--- config.mk ---
export PLATFORM = sky130hd
export DESIGN_NAME = rsi_top
export DESIGN_NICKNAME = d
export VERILOG_FILES = /design/src/design/rsi_pkg.sv /design/src/design/rsi_cell.sv /design/src/design/rsi_top.sv
export VERILOG_INCLUDE_DIRS = /design/src /design/src/design
export SDC_FILE = /design/constraint.sdc
export NUM_CORES = 1
export LEC_CHECK = 0
export ABC_CLOCK_PERIOD_IN_PS = 2900
export BUFFER_PORTS_ARGS = -buffer_cell sky130_fd_sc_hd__buf_2
export CAP_MARGIN = 25
export CELL_PAD_IN_SITES_DETAIL_PLACEMENT = 0
export CELL_PAD_IN_SITES_GLOBAL_PLACEMENT = 2
export CORE_MARGIN = 3
export CORE_UTILIZATION = 42
export CTS_CLUSTER_SIZE = 14
export DETAILED_ROUTE_END_ITERATION = 8
export PLACE_DENSITY = 0.87
export SYNTH_ARGS = -nofsm -noshare
export SYNTH_HDL_FRONTEND = slang
export SYNTH_SLANG_ARGS = --single-unit
--- constraint.sdc ---
create_clock -name clk -period 2.9 [get_ports clk]
set_input_delay 0.145 -clock clk [delete_from_list [all_inputs] [get_ports clk]]
set_output_delay 0.145 -clock clk [all_outputs]
set_load 0.01 [all_outputs]
--- src/design/rsi_regs.svh ---
/*
 rsi_regs.svh: register indices, field positions, init values and cause masks
 of the reset state initializer. Assumes a word-per-register AXI4-Lite map.
*/
// How it works
// (RULE1) Five reset causes are told apart and each register applies its own policy for the active cause.
// (RULE2) Every cause loads both multi-function timer free-running counters with one.
// (RULE3) Every cause clears both timers' compare and capture registers.
// (RULE4) Every cause clears both timers' control registers.
// (RULE5) SRAM file registers are left alone on power-on or brown-out and keep their contents otherwise.
// (RULE6) A watchdog reset gives timeout/power-down flags 00 in power-down mode and 01 in active mode.
// (RULE7) An external clear in power-down mode gives timeout/power-down flags 10.
// (RULE8) An external clear in active mode leaves the timeout/power-down flags as they were.
// (RULE9) Every cause sets option, port direction and port configuration to ones, mode to 1f, pc low to ff.
// (RULE10) Every cause sets comparator bits 0,6,7, clears status bits 5-7, and sets pointer bit 7 except on power-on.
`ifndef RSI_REGS_SVH
`define RSI_REGS_SVH

`define RSI_IX_HI 9
`define RSI_IX_LO 2
`define RSI_AW 12
`define RSI_NCAUSE 5

`define RSI_IX_REALTIME_COUNTER 8'h01
`define RSI_IX_PCL 8'h02
`define RSI_IX_STATUS 8'h03
`define RSI_IX_FSR 8'h04
`define RSI_IX_W 8'h0f
`define RSI_IX_OPTION 8'h10
`define RSI_IX_MODE 8'h11
`define RSI_IX_CMP 8'h12
`define RSI_IX_WKED 8'h13
`define RSI_IX_WKEN 8'h14
`define RSI_IX_WKPND 8'h15
`define RSI_IX_DIR 8'h18
`define RSI_IX_DATA 8'h20
`define RSI_IX_ST 8'h28
`define RSI_IX_LVL 8'h30
`define RSI_IX_PLP 8'h38
`define RSI_IX_TMR 8'h40
`define RSI_T_STRIDE 4
`define RSI_TF_CNT 0
`define RSI_TF_CTL 3
`define RSI_IX_IRQ_STAT 8'h60
`define RSI_IX_IRQ_EN 8'h61
`define RSI_IX_IRQ_CLR 8'h62
`define RSI_IX_CTRL 8'h63
`define RSI_IX_CAUSE 8'h64
`define RSI_IX_SRAM 8'h80

`define RSI_ZERO8 8'h00
`define RSI_ONES8 8'hff
`define RSI_PCL_INIT 8'hff
`define RSI_MODE_INIT 8'h1f
`define RSI_CMP_INIT 8'hc1
`define RSI_CMP_BITS 8'hc1
`define RSI_FSR_INIT 8'h80
`define RSI_FSR_BITS 8'h80
`define RSI_CNT_INIT 16'h0001
`define RSI_CMPCAP_INIT 16'h0000
`define RSI_TCTL_INIT 8'h00

`define RSI_ST_PD 3
`define RSI_ST_TO 4
`define RSI_ST_PAGE_MASK 8'he0
`define RSI_ST_SW_MASK 8'he7
`define RSI_STATUS_RST 8'h18
`define RSI_TOPD_TO 1
`define RSI_TOPD_PD 0
`define RSI_TOPD_POR 2'h3
`define RSI_TOPD_WDT_PD 2'h0
`define RSI_TOPD_WDT_ACT 2'h1
`define RSI_TOPD_XCLR_PD 2'h2
`define RSI_CTRL_PD 0

`define RSI_CAUSE_ALL 5'h1f
`define RSI_CAUSE_NOT_POR 5'h1e
`define RSI_CAUSE_NONE 5'h00
`define RSI_RESP_OK 2'h0
`define RSI_RESP_ERR 2'h2

`endif

--- src/design/rsi_pkg.sv ---
/*
 rsi_pkg.sv: types of the reset state initializer.
 Assumes nothing of its surroundings.
*/
package rsi_pkg;
   // one bit per reset cause, por in bit 0
   typedef struct packed {
      logic xclr;
      logic wdt;
      logic bor;
      logic wake;
      logic por;
   } rsi_cause_type;

   typedef enum logic [2:0] {
      ST_IDLE = 3'h1,
      ST_APPLY = 3'h2,
      ST_DONE = 3'h4
   } rsi_state_type;
endpackage

--- src/design/rsi_cell.sv ---
/*
 rsi_cell.sv: one register with a per-cause init policy and masked writes.
 Assumes load is a one-cycle pulse and cause is stable while it is high.
*/
`timescale 1ns/1ps
`include "rsi_regs.svh"

module rsi_cell
   import rsi_pkg::*;
#(
   parameter int WIDTH = 8,
   parameter logic [WIDTH-1:0] INIT = '0,
   parameter logic [WIDTH-1:0] BITS = '1,
   parameter logic [4:0] CAUSES = 5'h1f
) (
   // clock and reset
   input wire logic clk,
   input wire logic nrst,
   // cause load
   input wire logic load,
   input wire rsi_cause_type cause,
   // software write
   input wire logic wr_en,
   input wire logic [WIDTH-1:0] wr_mask,
   input wire logic [WIDTH-1:0] wr_data,
   // contents
   output logic [WIDTH-1:0] q
);
   logic [WIDTH-1:0] q_r;
   logic [WIDTH-1:0] q_nxt;
   logic hit;

   assign hit = load && ((5'(cause) & CAUSES) != `RSI_CAUSE_NONE); // RULE1

   always_comb begin
      q_nxt = q_r;
      if (wr_en) begin
         q_nxt = (q_r & ~wr_mask) | (wr_data & wr_mask);
      end
      // cause load wins over a write in the same cycle
      if (hit) begin
         q_nxt = (q_nxt & ~BITS) | (INIT & BITS);
      end
   end

   always_ff @(posedge clk or negedge nrst) begin
      if (!nrst) begin
         q_r <= INIT;
      end else begin
         q_r <= q_nxt;
      end
   end

   assign q = q_r;
endmodule

--- src/design/rsi_top.sv ---
/*
 rsi_top.sv: reset state initializer and its AXI4-Lite register bank.
 Assumes the reset controller offers one cause at a time after nrst is
 released and that the core is stalled while core_hold is high.
*/
`timescale 1ns/1ps
`include "rsi_regs.svh"

module rsi_top
   import rsi_pkg::*;
#(
   parameter int NPORT = 5,
   parameter int NTIMER = 2,
   parameter int SRAM_DEPTH = 16
) (
   // clock and reset
   input wire logic clk,
   input wire logic nrst,
   // axi4-lite write address and data
   input wire logic [`RSI_AW-1:0] awaddr,
   input wire logic awvalid,
   output logic awready,
   input wire logic [31:0] wdata,
   input wire logic [3:0] wstrb,
   input wire logic wvalid,
   output logic wready,
   // axi4-lite write response
   output logic [1:0] bresp,
   output logic bvalid,
   input wire logic bready,
   // axi4-lite read
   input wire logic [`RSI_AW-1:0] araddr,
   input wire logic arvalid,
   output logic arready,
   output logic [31:0] rdata,
   output logic [1:0] rresp,
   output logic rvalid,
   input wire logic rready,
   // reset controller
   input wire logic init_valid,
   input wire rsi_cause_type init_cause,
   output logic init_ready,
   output logic init_done,
   output logic core_hold,
   // status
   output logic power_down,
   output logic timeout_flag,
   output logic power_down_flag,
   output logic irq
);
   localparam int NSING = 10;
   localparam int NGRP = 5;
   localparam int NTF = 3;
   localparam logic [7:0] SING_IX [NSING] = '{`RSI_IX_W, `RSI_IX_REALTIME_COUNTER, `RSI_IX_PCL, `RSI_IX_FSR,
      `RSI_IX_OPTION, `RSI_IX_MODE, `RSI_IX_CMP, `RSI_IX_WKED, `RSI_IX_WKEN, `RSI_IX_WKPND};
   localparam logic [7:0] SING_INIT [NSING] = '{`RSI_ZERO8, `RSI_ZERO8, `RSI_PCL_INIT, `RSI_FSR_INIT,
      `RSI_ONES8, `RSI_MODE_INIT, `RSI_CMP_INIT, `RSI_ONES8, `RSI_ONES8, `RSI_ZERO8};
   localparam logic [7:0] SING_BITS [NSING] = '{`RSI_ZERO8, `RSI_ZERO8, `RSI_ONES8, `RSI_FSR_BITS,
      `RSI_ONES8, `RSI_ONES8, `RSI_CMP_BITS, `RSI_ONES8, `RSI_ONES8, `RSI_ZERO8};
   localparam logic [4:0] SING_CAUSE [NSING] = '{`RSI_CAUSE_NONE, `RSI_CAUSE_NONE, `RSI_CAUSE_ALL,
      `RSI_CAUSE_NOT_POR, `RSI_CAUSE_ALL, `RSI_CAUSE_ALL, `RSI_CAUSE_ALL, `RSI_CAUSE_ALL,
      `RSI_CAUSE_ALL, `RSI_CAUSE_NONE};
   // port groups: direction, data, input level, level select, pull-up
   localparam logic [7:0] GRP_IX [NGRP] = '{`RSI_IX_DIR, `RSI_IX_DATA, `RSI_IX_ST, `RSI_IX_LVL, `RSI_IX_PLP};
   localparam logic [4:0] GRP_CAUSE [NGRP] = '{`RSI_CAUSE_ALL, `RSI_CAUSE_NONE, `RSI_CAUSE_ALL,
      `RSI_CAUSE_ALL, `RSI_CAUSE_ALL};

   rsi_state_type state_r;
   rsi_state_type state_nxt;
   rsi_cause_type cause_r;
   logic apply;
   logic aw_got_r;
   logic w_got_r;
   logic bvalid_r;
   logic rvalid_r;
   logic [1:0] bresp_r;
   logic [1:0] rresp_r;
   logic [7:0] awidx_r;
   logic [7:0] ridx;
   logic [31:0] wdata_r;
   logic [3:0] wstrb_r;
   logic [31:0] rdata_r;
   logic [31:0] rd_val;
   logic wr_fire;
   logic [7:0] mask8;
   logic [15:0] mask16;
   logic [7:0] sq [NSING];
   logic [7:0] pq [NGRP][NPORT];
   logic [7:0] mq [SRAM_DEPTH];
   logic [15:0] tq [NTIMER][NTF];
   logic [7:0] tcq [NTIMER];
   logic [7:0] status_r;
   logic [7:0] status_nxt;
   logic [1:0] topd_nxt;
   logic pd_mode_r;
   logic [`RSI_NCAUSE-1:0] irq_stat_r;
   logic [`RSI_NCAUSE-1:0] irq_en_r;
   logic [`RSI_NCAUSE-1:0] irq_set;
   logic [`RSI_NCAUSE-1:0] irq_clr;

   function automatic logic map_hit(input logic [7:0] idx);
      logic hit;
      hit = (idx == `RSI_IX_STATUS) || (idx == `RSI_IX_IRQ_STAT) || (idx == `RSI_IX_IRQ_EN) ||
         (idx == `RSI_IX_IRQ_CLR) || (idx == `RSI_IX_CTRL) || (idx == `RSI_IX_CAUSE);
      for (int k = 0; k < NSING; k++) begin
         hit = hit || (idx == SING_IX[k]);
      end
      for (int g = 0; g < NGRP; g++) begin
         hit = hit || (int'(idx) >= int'(GRP_IX[g]) && int'(idx) < int'(GRP_IX[g]) + NPORT);
      end
      hit = hit || (int'(idx) >= int'(`RSI_IX_TMR) && int'(idx) < int'(`RSI_IX_TMR) + NTIMER * `RSI_T_STRIDE);
      hit = hit || (int'(idx) >= int'(`RSI_IX_SRAM) && int'(idx) < int'(`RSI_IX_SRAM) + SRAM_DEPTH);
      return hit;
   endfunction

   // sequencer: capture cause, apply for one cycle, report done
   always_comb begin
      state_nxt = state_r;
      case (state_r)
         ST_IDLE: begin
            if (init_valid) begin
               state_nxt = ST_APPLY;
            end
         end
         ST_APPLY: state_nxt = ST_DONE;
         ST_DONE: state_nxt = ST_IDLE;
         default: state_nxt = ST_IDLE;
      endcase
   end

   always_ff @(posedge clk or negedge nrst) begin
      if (!nrst) begin
         state_r <= ST_IDLE;
      end else begin
         state_r <= state_nxt;
      end
   end

   always_ff @(posedge clk or negedge nrst) begin
      if (!nrst) begin
         cause_r <= '0;
      end else if (init_valid && state_r == ST_IDLE) begin
         cause_r <= init_cause; // RULE1
      end
   end

   assign apply = (state_r == ST_APPLY);
   assign init_ready = (state_r == ST_IDLE);
   assign init_done = (state_r == ST_DONE);
   assign core_hold = (state_r != ST_IDLE);

   // write channel: address and data taken in either order
   assign awready = !aw_got_r;
   assign wready = !w_got_r;
   assign wr_fire = aw_got_r && w_got_r && !bvalid_r;
   assign mask8 = {8{wstrb_r[0]}};
   assign mask16 = {{8{wstrb_r[1]}}, mask8};

   always_ff @(posedge clk or negedge nrst) begin
      if (!nrst) begin
         aw_got_r <= 1'b0;
         awidx_r <= '0;
      end else if (awvalid && awready) begin
         aw_got_r <= 1'b1;
         awidx_r <= awaddr[`RSI_IX_HI:`RSI_IX_LO];
      end else if (wr_fire) begin
         aw_got_r <= 1'b0;
      end
   end

   always_ff @(posedge clk or negedge nrst) begin
      if (!nrst) begin
         w_got_r <= 1'b0;
         wdata_r <= '0;
         wstrb_r <= '0;
      end else if (wvalid && wready) begin
         w_got_r <= 1'b1;
         wdata_r <= wdata;
         wstrb_r <= wstrb;
      end else if (wr_fire) begin
         w_got_r <= 1'b0;
      end
   end

   always_ff @(posedge clk or negedge nrst) begin
      if (!nrst) begin
         bvalid_r <= 1'b0;
         bresp_r <= `RSI_RESP_OK;
      end else if (wr_fire) begin
         bvalid_r <= 1'b1;
         bresp_r <= map_hit(awidx_r) ? `RSI_RESP_OK : `RSI_RESP_ERR;
      end else if (bready) begin
         bvalid_r <= 1'b0;
      end
   end

   assign bvalid = bvalid_r;
   assign bresp = bresp_r;

   // read channel
   assign ridx = araddr[`RSI_IX_HI:`RSI_IX_LO];
   assign arready = !rvalid_r;

   always_comb begin
      rd_val = '0;
      case (ridx)
         `RSI_IX_STATUS: rd_val[7:0] = status_r;
         `RSI_IX_IRQ_STAT: rd_val[`RSI_NCAUSE-1:0] = irq_stat_r;
         `RSI_IX_IRQ_EN: rd_val[`RSI_NCAUSE-1:0] = irq_en_r;
         `RSI_IX_CTRL: rd_val[`RSI_CTRL_PD] = pd_mode_r;
         `RSI_IX_CAUSE: rd_val[`RSI_NCAUSE-1:0] = cause_r;
         default: rd_val = '0;
      endcase
      for (int k = 0; k < NSING; k++) begin
         if (ridx == SING_IX[k]) begin
            rd_val[7:0] = sq[k];
         end
      end
      for (int g = 0; g < NGRP; g++) begin
         for (int p = 0; p < NPORT; p++) begin
            if (ridx == 8'(int'(GRP_IX[g]) + p)) begin
               rd_val[7:0] = pq[g][p];
            end
         end
      end
      for (int t = 0; t < NTIMER; t++) begin
         for (int f = 0; f < NTF; f++) begin
            if (ridx == 8'(int'(`RSI_IX_TMR) + t * `RSI_T_STRIDE + f)) begin
               rd_val[15:0] = tq[t][f];
            end
         end
         if (ridx == 8'(int'(`RSI_IX_TMR) + t * `RSI_T_STRIDE + `RSI_TF_CTL)) begin
            rd_val[7:0] = tcq[t];
         end
      end
      for (int m = 0; m < SRAM_DEPTH; m++) begin
         if (ridx == 8'(int'(`RSI_IX_SRAM) + m)) begin
            rd_val[7:0] = mq[m];
         end
      end
   end

   always_ff @(posedge clk or negedge nrst) begin
      if (!nrst) begin
         rvalid_r <= 1'b0;
         rdata_r <= '0;
         rresp_r <= `RSI_RESP_OK;
      end else if (arvalid && arready) begin
         rvalid_r <= 1'b1;
         rdata_r <= rd_val;
         rresp_r <= map_hit(ridx) ? `RSI_RESP_OK : `RSI_RESP_ERR;
      end else if (rready) begin
         rvalid_r <= 1'b0;
      end
   end

   assign rvalid = rvalid_r;
   assign rdata = rdata_r;
   assign rresp = rresp_r;

   // single registers: working reg, counter, pc low, pointer, option, mode, comparator, wake regs
   for (genvar k = 0; k < NSING; k++) begin : g_sing
      rsi_cell #(.WIDTH(8), .INIT(SING_INIT[k]), .BITS(SING_BITS[k]), .CAUSES(SING_CAUSE[k])) u_cell ( // RULE9 RULE10
         .clk(clk),
         .nrst(nrst),
         .load(apply),
         .cause(cause_r),
         .wr_en(wr_fire && awidx_r == SING_IX[k]),
         .wr_mask(mask8),
         .wr_data(wdata_r[7:0]),
         .q(sq[k])
      );
   end

   for (genvar g = 0; g < NGRP; g++) begin : g_grp
      for (genvar p = 0; p < NPORT; p++) begin : g_port
         rsi_cell #(.WIDTH(8), .INIT(`RSI_ONES8), .BITS(`RSI_ONES8), .CAUSES(GRP_CAUSE[g])) u_cell ( // RULE9
            .clk(clk),
            .nrst(nrst),
            .load(apply),
            .cause(cause_r),
            .wr_en(wr_fire && awidx_r == 8'(int'(GRP_IX[g]) + p)),
            .wr_mask(mask8),
            .wr_data(wdata_r[7:0]),
            .q(pq[g][p])
         );
      end
   end

   for (genvar t = 0; t < NTIMER; t++) begin : g_tmr
      for (genvar f = 0; f < NTF; f++) begin : g_fld
         rsi_cell #(
            .WIDTH(16),
            .INIT(f == `RSI_TF_CNT ? `RSI_CNT_INIT : `RSI_CMPCAP_INIT), // RULE2 RULE3
            .BITS(16'hffff),
            .CAUSES(`RSI_CAUSE_ALL)
         ) u_cell (
            .clk(clk),
            .nrst(nrst),
            .load(apply),
            .cause(cause_r),
            .wr_en(wr_fire && awidx_r == 8'(int'(`RSI_IX_TMR) + t * `RSI_T_STRIDE + f)),
            .wr_mask(mask16),
            .wr_data(wdata_r[15:0]),
            .q(tq[t][f])
         );
      end
      rsi_cell #(.WIDTH(8), .INIT(`RSI_TCTL_INIT), .BITS(`RSI_ONES8), .CAUSES(`RSI_CAUSE_ALL)) u_ctl ( // RULE4
         .clk(clk),
         .nrst(nrst),
         .load(apply),
         .cause(cause_r),
         .wr_en(wr_fire && awidx_r == 8'(int'(`RSI_IX_TMR) + t * `RSI_T_STRIDE + `RSI_TF_CTL)),
         .wr_mask(mask8),
         .wr_data(wdata_r[7:0]),
         .q(tcq[t])
      );
   end

   for (genvar m = 0; m < SRAM_DEPTH; m++) begin : g_sram
      rsi_cell #(.WIDTH(8), .INIT(`RSI_ZERO8), .BITS(`RSI_ZERO8), .CAUSES(`RSI_CAUSE_NONE)) u_cell ( // RULE5
         .clk(clk),
         .nrst(nrst),
         .load(apply),
         .cause(cause_r),
         .wr_en(wr_fire && awidx_r == 8'(int'(`RSI_IX_SRAM) + m)),
         .wr_mask(mask8),
         .wr_data(wdata_r[7:0]),
         .q(mq[m])
      );
   end

   // status: timeout/power-down from cause and mode, page bits cleared
   always_comb begin
      topd_nxt = {status_r[`RSI_ST_TO], status_r[`RSI_ST_PD]}; // RULE8
      if (cause_r.por) begin
         topd_nxt = `RSI_TOPD_POR;
      end else if (cause_r.wdt) begin
         topd_nxt = pd_mode_r ? `RSI_TOPD_WDT_PD : `RSI_TOPD_WDT_ACT; // RULE6
      end else if (cause_r.xclr && pd_mode_r) begin
         topd_nxt = `RSI_TOPD_XCLR_PD; // RULE7
      end
      status_nxt = status_r;
      if (apply) begin
         status_nxt = status_r & ~`RSI_ST_PAGE_MASK; // RULE10
         status_nxt[`RSI_ST_TO] = topd_nxt[`RSI_TOPD_TO];
         status_nxt[`RSI_ST_PD] = topd_nxt[`RSI_TOPD_PD];
      end else if (wr_fire && awidx_r == `RSI_IX_STATUS) begin
         status_nxt = (status_r & ~(mask8 & `RSI_ST_SW_MASK)) | (wdata_r[7:0] & mask8 & `RSI_ST_SW_MASK);
      end
   end

   always_ff @(posedge clk or negedge nrst) begin
      if (!nrst) begin
         status_r <= `RSI_STATUS_RST;
      end else begin
         status_r <= status_nxt;
      end
   end

   // power-down mode: entered by software, left on any cause
   always_ff @(posedge clk or negedge nrst) begin
      if (!nrst) begin
         pd_mode_r <= 1'b0;
      end else if (apply) begin
         pd_mode_r <= 1'b0;
      end else if (wr_fire && awidx_r == `RSI_IX_CTRL && wstrb_r[0]) begin
         pd_mode_r <= wdata_r[`RSI_CTRL_PD];
      end
   end

   // interrupts: sticky cause bits, set wins over clear
   assign irq_set = apply ? 5'(cause_r) : `RSI_CAUSE_NONE;
   assign irq_clr = (wr_fire && awidx_r == `RSI_IX_IRQ_CLR && wstrb_r[0]) ?
      wdata_r[`RSI_NCAUSE-1:0] : `RSI_CAUSE_NONE;

   always_ff @(posedge clk or negedge nrst) begin
      if (!nrst) begin
         irq_stat_r <= `RSI_CAUSE_NONE;
      end else begin
         irq_stat_r <= (irq_stat_r & ~irq_clr) | irq_set;
      end
   end

   always_ff @(posedge clk or negedge nrst) begin
      if (!nrst) begin
         irq_en_r <= `RSI_CAUSE_NONE;
      end else if (wr_fire && awidx_r == `RSI_IX_IRQ_EN && wstrb_r[0]) begin
         irq_en_r <= wdata_r[`RSI_NCAUSE-1:0];
      end
   end

   assign irq = |(irq_stat_r & irq_en_r);
   assign power_down = pd_mode_r;
   assign timeout_flag = status_r[`RSI_ST_TO];
   assign power_down_flag = status_r[`RSI_ST_PD];
endmodule

==> results of run 1 <==
-- routing by layer --
metal | vias up | share of wire (%) | track usage, %
met3 | 351 | 9.7 | 7.54
met1 | 13700 | 41 | 45.8
met2 | 1553 | 44 | 50.9
li1 | 11000 | - | -
met5 | - | 0.021 | 0
met4 | 4 | 5.3 | 15.6
-- kinds of logic (layout without fill, tap and decap cells) --
logic type | Yosys count | in the layout | share of synthesized area (%)
other | 1 | 20 | 0.0126
AND/OR/NAND/NOR | 747 | 747 | 12.2
flip-flops | 595 | 595 | 50.9
multiplexers | 378 | 378 | 13.8
XOR/XNOR | 1 | 1 | 0.0294
buffers and inverters | 254 | 611 | 3.94
AO/OA/AOI/OAI | 803 | 803 | 19.1
-- Yosys cell counts (7+ instances only) --
cell type / count
a2bb2oi_1: 8
a21o_1: 12
o21ai_0: 129
a211o_1: 14
a221oi_1: 26
nor3_1: 47
buf_4: 30
o31ai_1: 9
a22oi_1: 33
mux2i_1: 123
a31oi_1: 30
dfstp_2: 246
clkbuf_1: 142
nand2_1: 228
o22ai_1: 46
nand4bb_1: 7
or3_1: 9
a211oi_1: 15
o221ai_1: 22
a22o_1: 184
dfrtp_1: 349
mux2_2: 253
nand3_1: 54
nor2b_1: 18
o2bb2ai_1: 7
nand2b_1: 20
nor4_1: 8
nand4_1: 17
o22a_1: 7
inv_1: 13
o21ai_1: 21
o211ai_1: 19
buf_2: 51
a222oi_1: 21
buf_1: 9
nor2_1: 249
and2_1: 10
a32oi_1: 10
a21oi_1: 137
and3_1: 9
-- layout make-up --
class / count / area [um^2] / share of cell area (%)
Sequential cell: 595 / 15200 / 41.9
Multi-Input combinational cell: 1947 / 13600 / 37.4
Timing Repair Buffer: 465 / 3760 / 10.4
Clock buffer: 100 / 2040 / 5.61
Tap cell: 940 / 1180 / 3.24
Clock inverter: 31 / 488 / 1.34
Inverter: 15 / 56.3 / 0.155
Antenna cell: 2 / 5.00 / 0.0138
-- what timing repair did --
action                     in CTS  in global routing
hold buffers                   37                  0
gates resized for setup         0                  1
hold endpoints to repair      229                  0
setup endpoints to repair       0                  1
-- stage by stage --
stage	utilization (%)	hold slack [ns]	TNS, ns	setup WS, ns	area [um^2]
2_1_floorplan	-	-0.151	0	0.484	29900
6_report	51.8	0.0436	0	0.0869	36300
3_3_place_gp	47.6	0.140	-1.20	-0.503	33400
3_5_place_dp	47.6	0.147	-1.06	-0.485	33400
4_1_cts	51.8	0.00924	0	0.174	36300
5_1_grt	51.8	0.105	0	0.0682	36300
-- where the power goes --
group          leakage (nW)  internal (mW)  total [mW]  switching (mW)
clock network          1.24           5.78        9.64            3.86
logic                  8.31           3.38        9.47            6.09
registers              7.31           11.5        13.5            1.99
-- worst max path at each step --
stage / startpoint / to / depth (start not counted)
floorplan: awidx_r[6]$_DFFE_PN0P_ / register / 9
global placement: araddr[5] / rdata[2]$_DFFE_PN0P_ / 12
detailed placement: araddr[5] / rdata[2]$_DFFE_PN0P_ / 12
CTS: araddr[5] / rdata[2]$_DFFE_PN0P_ / 12
global route: awidx_r[7]$_DFFE_PN0P_ / register / 7
finish: w_got_r$_DFFE_PN0P_ / g_grp[4].g_port[2].u_cell.q[2]$_DFFE_PN1P_ / 7
-- worst max-delay path, cell delays in order, from the launching register on --
cell	delay (ns)
dfrtp_1	0.41
inv_1	0.10
nor3_2	0.17
buf_4	0.27
nand3_1	0.60
o21ai_1	0.56
nand2_1	0.29
a22o_1	0.31
==> summary.md, run 1 <==
| Metric | Value |
|---|---|
| Share of layout cells above drive strength 1 | 34.6% |
| WL final | 126000 um |
| Worst EP required | 3.45 ns |
| CORE AREA | 0.0701 mm^2 |
| Status | complete, no violations |
| Commonest non-fill, non-tap cell in the layout | dfrtp_1 |
| Router iterations before antenna repair | 6 |
| Initial antenna violation count | 3 |
| Post-synth ARST share | 100% |
| Post-synth top area cell | dfrtp_1 |
| Max Clk Rate | 0.355 GHz |
| EDFF count, synth | 0 |
| Kind of end point of the critical path | register |
| Pwr per Cell Area | 897 mW/mm^2 |
| Hold EP | rvalid$_DFFE_PN0P_ |
| Yosys top cell area share | 29.3% |
| Grt ovf | 0 |
| Mean area per synthesized cell | 10.7 um^2 |
| P&R area growth vs syn | 21.7% |
| Synthesis Warnings | 0 |
| Flops & latches, synth | 595 |
| DRC Markers | 0 |
| Routed Antenna Nets | 0 |
| Reg2reg end | g_grp[4].g_port[2].u_cell.q[2]$_DFFE_PN1P_ |
| Worst slew pin tran | 0.925 ns |
| Max_cap viols | 0 |
| Number of global-route vias before repair | 26400 |
| LEAKAGE | 16.9 nW |
| TritonCTS Buffers | 72 |
| Clk root buf | clkbuf_16 |
| Fin crit share | 97.0% |
| FF-to-FF Start | w_got_r$_DFFE_PN0P_ |
| Clock Skew | 0.0233 ns |
| Row count | 97 |
| First-pass GRT wire length | 184000 um |
| Worst setup SP type | register |
| CTS clk-pin slew, worst paths | 0.06 ns |
| Final Setup Violations | 0 |
| Worst-path maximum fanout | 14 |
| Worst Hold Launch | arvalid |
| Via density | 6.49 |
| RSZ-0062 raised after global routing | no |
| Die Ht | 273 um |
| DR iter-0 viols | 3247 |
| Placed insts | 3925 |
| Reg2Reg Depth | 7 |
| Total power | 32.6 mW |
| Layout fillers | 6304 |
| # nets final | 3169 |
| Fin. max-slew vios | 0 |
| Post-CTS setup buffers | 0 |
| Routed WL per cell | 30.8 um |
| Rel. slew slack | 37.7% |
| Gate Count Post-Synth | 2779 |
| Mapped cell area | 0.0298 mm^2 |
| Die width | 273 um |
| IO buf count | 76 |
| Synth top area cells | dfrtp_1, dfstp_2, mux2_2 |
| Distinct cells, synth | 98 |
| Top Ports | 121 |
| Largest net degree at the start of global routing | 119 |
| H-tree depth | 3 |
| Initial Util | 42.5% |
| VDD IR max | 635 uV |
| CP arrival | 3.36 ns |
| Num Clock Sinks | 595 |
| Fin crit period | 2.81 ns |
| Vias | 26600 |
| Critical path class | reg2reg |
| Hold depth | 3 |
| Flop2flop setup slack | 0.09 ns |
| Worst skew pair latency | 0.64 ns |
| Final Wtd Congestion | 0.964 |
| Hold Vio Cnt, Final | 0 |
| CTS tree | built |
| Tot GR Track Use | 33.6% |
| Commonest cells after routing, fill and taps aside | dfrtp_1, buf_4, mux2_2, nor2_1, dfstp_2 |
| Register area share after synthesis | 50.9% |
| Top_reg_cell synth | dfrtp_1 |
| HP Class | in2reg |
| Non-filler cells, final | 4095 |
| CTS Buffer Depth | 3 |
| Hpwl dp | 90600 um |
| Die ar. | 0.0743 mm^2 |
(Power assumes the default switching activity.)
==> run 2, diff against run 1 <==
--- a/config.mk
+++ b/config.mk
@@ -6,13 +6,13 @@
 export SDC_FILE = /design/constraint.sdc
 export NUM_CORES = 1
 export LEC_CHECK = 0
-export ABC_CLOCK_PERIOD_IN_PS = 2900
+export ABC_AREA = 1
 export BUFFER_PORTS_ARGS = -buffer_cell sky130_fd_sc_hd__buf_2
 export CAP_MARGIN = 25
 export CELL_PAD_IN_SITES_DETAIL_PLACEMENT = 0
 export CELL_PAD_IN_SITES_GLOBAL_PLACEMENT = 2
 export CORE_MARGIN = 3
-export CORE_UTILIZATION = 42
+export CORE_UTILIZATION = 38
 export CTS_CLUSTER_SIZE = 14
 export DETAILED_ROUTE_END_ITERATION = 8
 export PLACE_DENSITY = 0.87
==> constraint.sdc (replaced) <==
create_clock -name clk -period 2.7 [get_ports clk]
set_input_delay 0.135 -clock clk [delete_from_list [all_inputs] [get_ports clk]]
set_output_delay 0.135 -clock clk [all_outputs]
set_load 0.01 [all_outputs]
==> run 2 against run 1 <==
The flow now finishes with violations (setup timing); largest power group unchanged; clock-buffer cell count up 5; clock skew is 0.0062 ns higher; sequential cell count did not move; register-to-register slack worse by 1.5 ns; first-iteration DRC count is 33% lower; non-clock buffer count decreased by 38; combinational power decreased by 7.2%; utilization shrank 4.1 points; via count fell by 4.3%; hold slack better by 0.051 ns.
==> summary.md, run 2 <==
| Metric | Value |
|---|---|
| CP max stage delay | 0.40 ns (-0.20 ns) |
| EDFF count, synth | 0 (unchanged) |
| Stages on worst setup path | 37 (+30) |
| Mean area per synthesized cell | 8.11 um^2 (-24%) |
| Number of global-route vias before repair | 24800 (-6.0%) |
| Top Ports | 121 (unchanged) |
| Row count | 99 (+2.1%) |
| CP delay by family, top | simple AND/OR/NAND/NOR gates |
| RSZ-0062 raised after global routing | yes |
| Num Clock Sinks | 595 (unchanged) |
| P&R area growth vs syn | 22.7% |
| Hold Vio Cnt, Final | 0 (unchanged) |
| Router iterations before antenna repair | 6 (unchanged) |
| Reg2reg end | rdata[1]$_DFFE_PN0P_ |
| Worst Hold Launch | araddr[7] |
| Cell with the most instances after synthesis | nand2_1 |
| Non-filler cells, final | 4869 (+19%) |
| Gate Count Post-Synth | 3525 (+27%) |
| Distinct cells, synth | 50 (-49%) |
| Rel. slew slack | 37.4% (-0.31 points) |
| HP Class | in2reg |
| Vias | 25500 (-4.3%) |
| DRC Markers | 0 (unchanged) |
| Largest net degree at the start of global routing | 112 (-5.9%) |
| Worst slew pin tran | 0.939 ns (+0.0134 ns) |
| Fin Hold WS | 0.0950 ns (+0.0514 ns) |
| Post-synth ARST share | 100% (unchanged) |
| Hold EP | rresp[1]$_DFFE_PN0P_ |
| Synth top area cells | dfrtp_1, dfstp_2, o21ai_0 |
| CTS Buffer Depth | 3 (unchanged) |
| CP arrival | 4.58 ns (+1.22 ns) |
| Post-synth top area cell | dfrtp_1 |
| Initial antenna violation count | 4 (+1) |
| Pwr per Cell Area | 914 mW/mm^2 (+1.9%) |
| Reg2Reg Depth | 37 (+30) |
| Commonest cells after routing, fill and taps aside | nand2_1, o21ai_0, inv_1, dfrtp_1, buf_4 |
| Failing checks | setup timing |
| Kind of end point of the critical path | register |
| CTS tree | built |
| Grt ovf | 0 (unchanged) |
| Status | finished with violations |
| Buf+Inv Stages, Crit Path | 1 (-1) |
| Share of layout cells above drive strength 1 | 23.3% (-11 points) |
| Mapped cell area | 0.0286 mm^2 (-4.1%) |
| Fin. max-slew vios | 0 (unchanged) |
| Critical path class | reg2reg |
| DR iter-0 viols | 2164 (-33%) |
| Via density | 5.23 (-19%) |
| Yosys top cell area share | 30.5% (+1.3 points) |
| Flops & latches, synth | 595 (unchanged) |
| IO buf count | 76 (unchanged) |
| Final Setup Violations | 8 (+8) |
| H-tree depth | 3 (unchanged) |
| Hpwl dp | 68600 um (-24%) |
| VDD IR max | 815 uV (+28%) |
| Clk root buf | clkbuf_16 |
| Layout fillers | 7335 (+16%) |
| Fin crit period | 4.07 ns (+1.25 ns) |
| Final Wtd Congestion | 0.899 (-6.8%) |
| WL final | 98200 um (-22%) |
| CP dominant cell by count | nand2_1 |
| TritonCTS Buffers | 69 (-4.2%) |
| Tot GR Track Use | 25.1% (-8.5 points) |
| Hold depth | 4 (+1) |
| Top_reg_cell synth | dfrtp_1 |
| Worst setup SP type | register |
| Initial Util | 38.8% (-3.7 points) |
| Worst-path maximum fanout | 2 (-12) |
| Die width | 280 um (+2.9%) |
| Max_cap viols | 0 (unchanged) |
| Max Clk Rate | 0.246 GHz (-31%) |
| First-pass GRT wire length | 152000 um (-17%) |
| Routed Antenna Nets | 0 (unchanged) |
| Slowest-stage cell, CP | dfrtp_1 |
| Worst EP required | 3.21 ns (-0.24 ns) |
| Synthesis Warnings | 0 (unchanged) |
| Util after Layout | 47.6% (-4.1 points) |
| Fin crit share | 151% (+54 points) |
| Register area share after synthesis | 53.1% (+2.2 points) |
| Clock Skew | 0.0295 ns (+0.00620 ns) |
| Setup TNS | -9.43 ns (-9.43 ns) |
| Final Worst Setup Slack | -1.37 ns (-1.45 ns) |
| Placed insts | 4699 (+20%) |
| Most frequent cells after synthesis | nand2_1, o21ai_0, inv_1 |
| # nets final | 3924 (+24%) |
| LEAKAGE | 15.4 nW (-8.9%) |
| CORE AREA | 0.0737 mm^2 (+5.1%) |
| Routed WL per cell | 20.2 um (-35%) |
| Die Ht | 280 um (+2.9%) |
| Commonest non-fill, non-tap cell in the layout | nand2_1 |
| Total power | 32.1 mW (-1.6%) |
| Worst skew pair latency | 0.63 ns (about the same) |
| Flop2flop setup slack | -1.37 ns (-1.45 ns) |
| CTS clk-pin slew, worst paths | 0.06 ns (about the same) |
| Die ar. | 0.0786 mm^2 (+5.8%) |
## run 2: changes by cell type after synthesis, moves of 55 or more
cell     change
mux2i_1    -120
mux2_2     -244
a22o_1     -184
o21ai_0    +489
nand4_1     +84
nand2_1    +595
nand3_1     +63
o22ai_1     +55
inv_1      +365
## run 2: worst max-delay path by stage
stage / end / slack [ns]
detailed placement: rdata[6]$_DFFE_PN0P_ / -1.95
global placement: rdata[6]$_DFFE_PN0P_ / -1.93
global route: rdata[4]$_DFFE_PN0P_ / -1.75
CTS: rdata[1]$_DFFE_PN0P_ / -1.47
floorplan: rdata[1]$_DFFE_PN0P_ / -0.27
finish: rdata[1]$_DFFE_PN0P_ / -1.37
## run 2: report_power, final
part,internal (mW),total (mW),leakage (nW),switching [mW]
sequential,12.2,13.5,7.31,1.33
clock,5.87,9.80,1.17,3.93
combinational,2.59,8.79,6.89,6.19
total,20.6,32.1,15.4,11.5
## run 2: per-layer routing
layer / routed length [um] / global-route usage (%)
met5: 0 / 0
met4: 2090 / 5.49
met3: 5450 / 3.77
met2: 44500 / 39.2
met1: 46200 / 36.8
## run 2: area by class of cell
| type | instances | area [um^2] | area share (%) |
|---|---|---|---|
| Inverter | 388 | 1470 | 4.17 |
| Antenna cell | 3 | 7.51 | 0.0214 |
| Multi-Input combinational cell | 2370 | 11400 | 32.6 |
| Clock buffer | 105 | 2050 | 5.85 |
| Tap cell | 959 | 1200 | 3.42 |
| Clock inverter | 22 | 334 | 0.952 |
| Sequential cell | 595 | 15200 | 43.3 |
| Timing Repair Buffer | 427 | 3410 | 9.70 |
## run 2: repair_timing
item,in CTS,in global routing
setup buffers,2,2
gates cloned,0,0
setup endpoints to repair,8,26
endpoints found under the hold margin,124,0
gates resized for setup,34,30
hold buffers,36,0
pin swaps,20,8
## run 2: per-stage QoR
stage	instance area, um^2	setup WS [ns]
final	35100	-1.37
after global routing	35100	-1.75
after CTS	35000	-1.47
after detailed placement	32100	-1.95
after global placement	32100	-1.93
after floorplan	28700	-0.268
## run 2: cells by family after synthesis
| family | share of synthesized area, % |
|---|---|
| AO/OA/AOI/OAI | 17.3 |
| AND/OR/NAND/NOR | 20.9 |
| multiplexers | 0.459 |
| flip-flops | 53.1 |
| buffers and inverters | 8.15 |
| other | 0.0131 |
## run 2: worst min-delay path, stage by stage
cell	delay (ns)
buf_2	0.13
buf_4	0.15
o2111ai_1	0.11
a32o_1	0.16
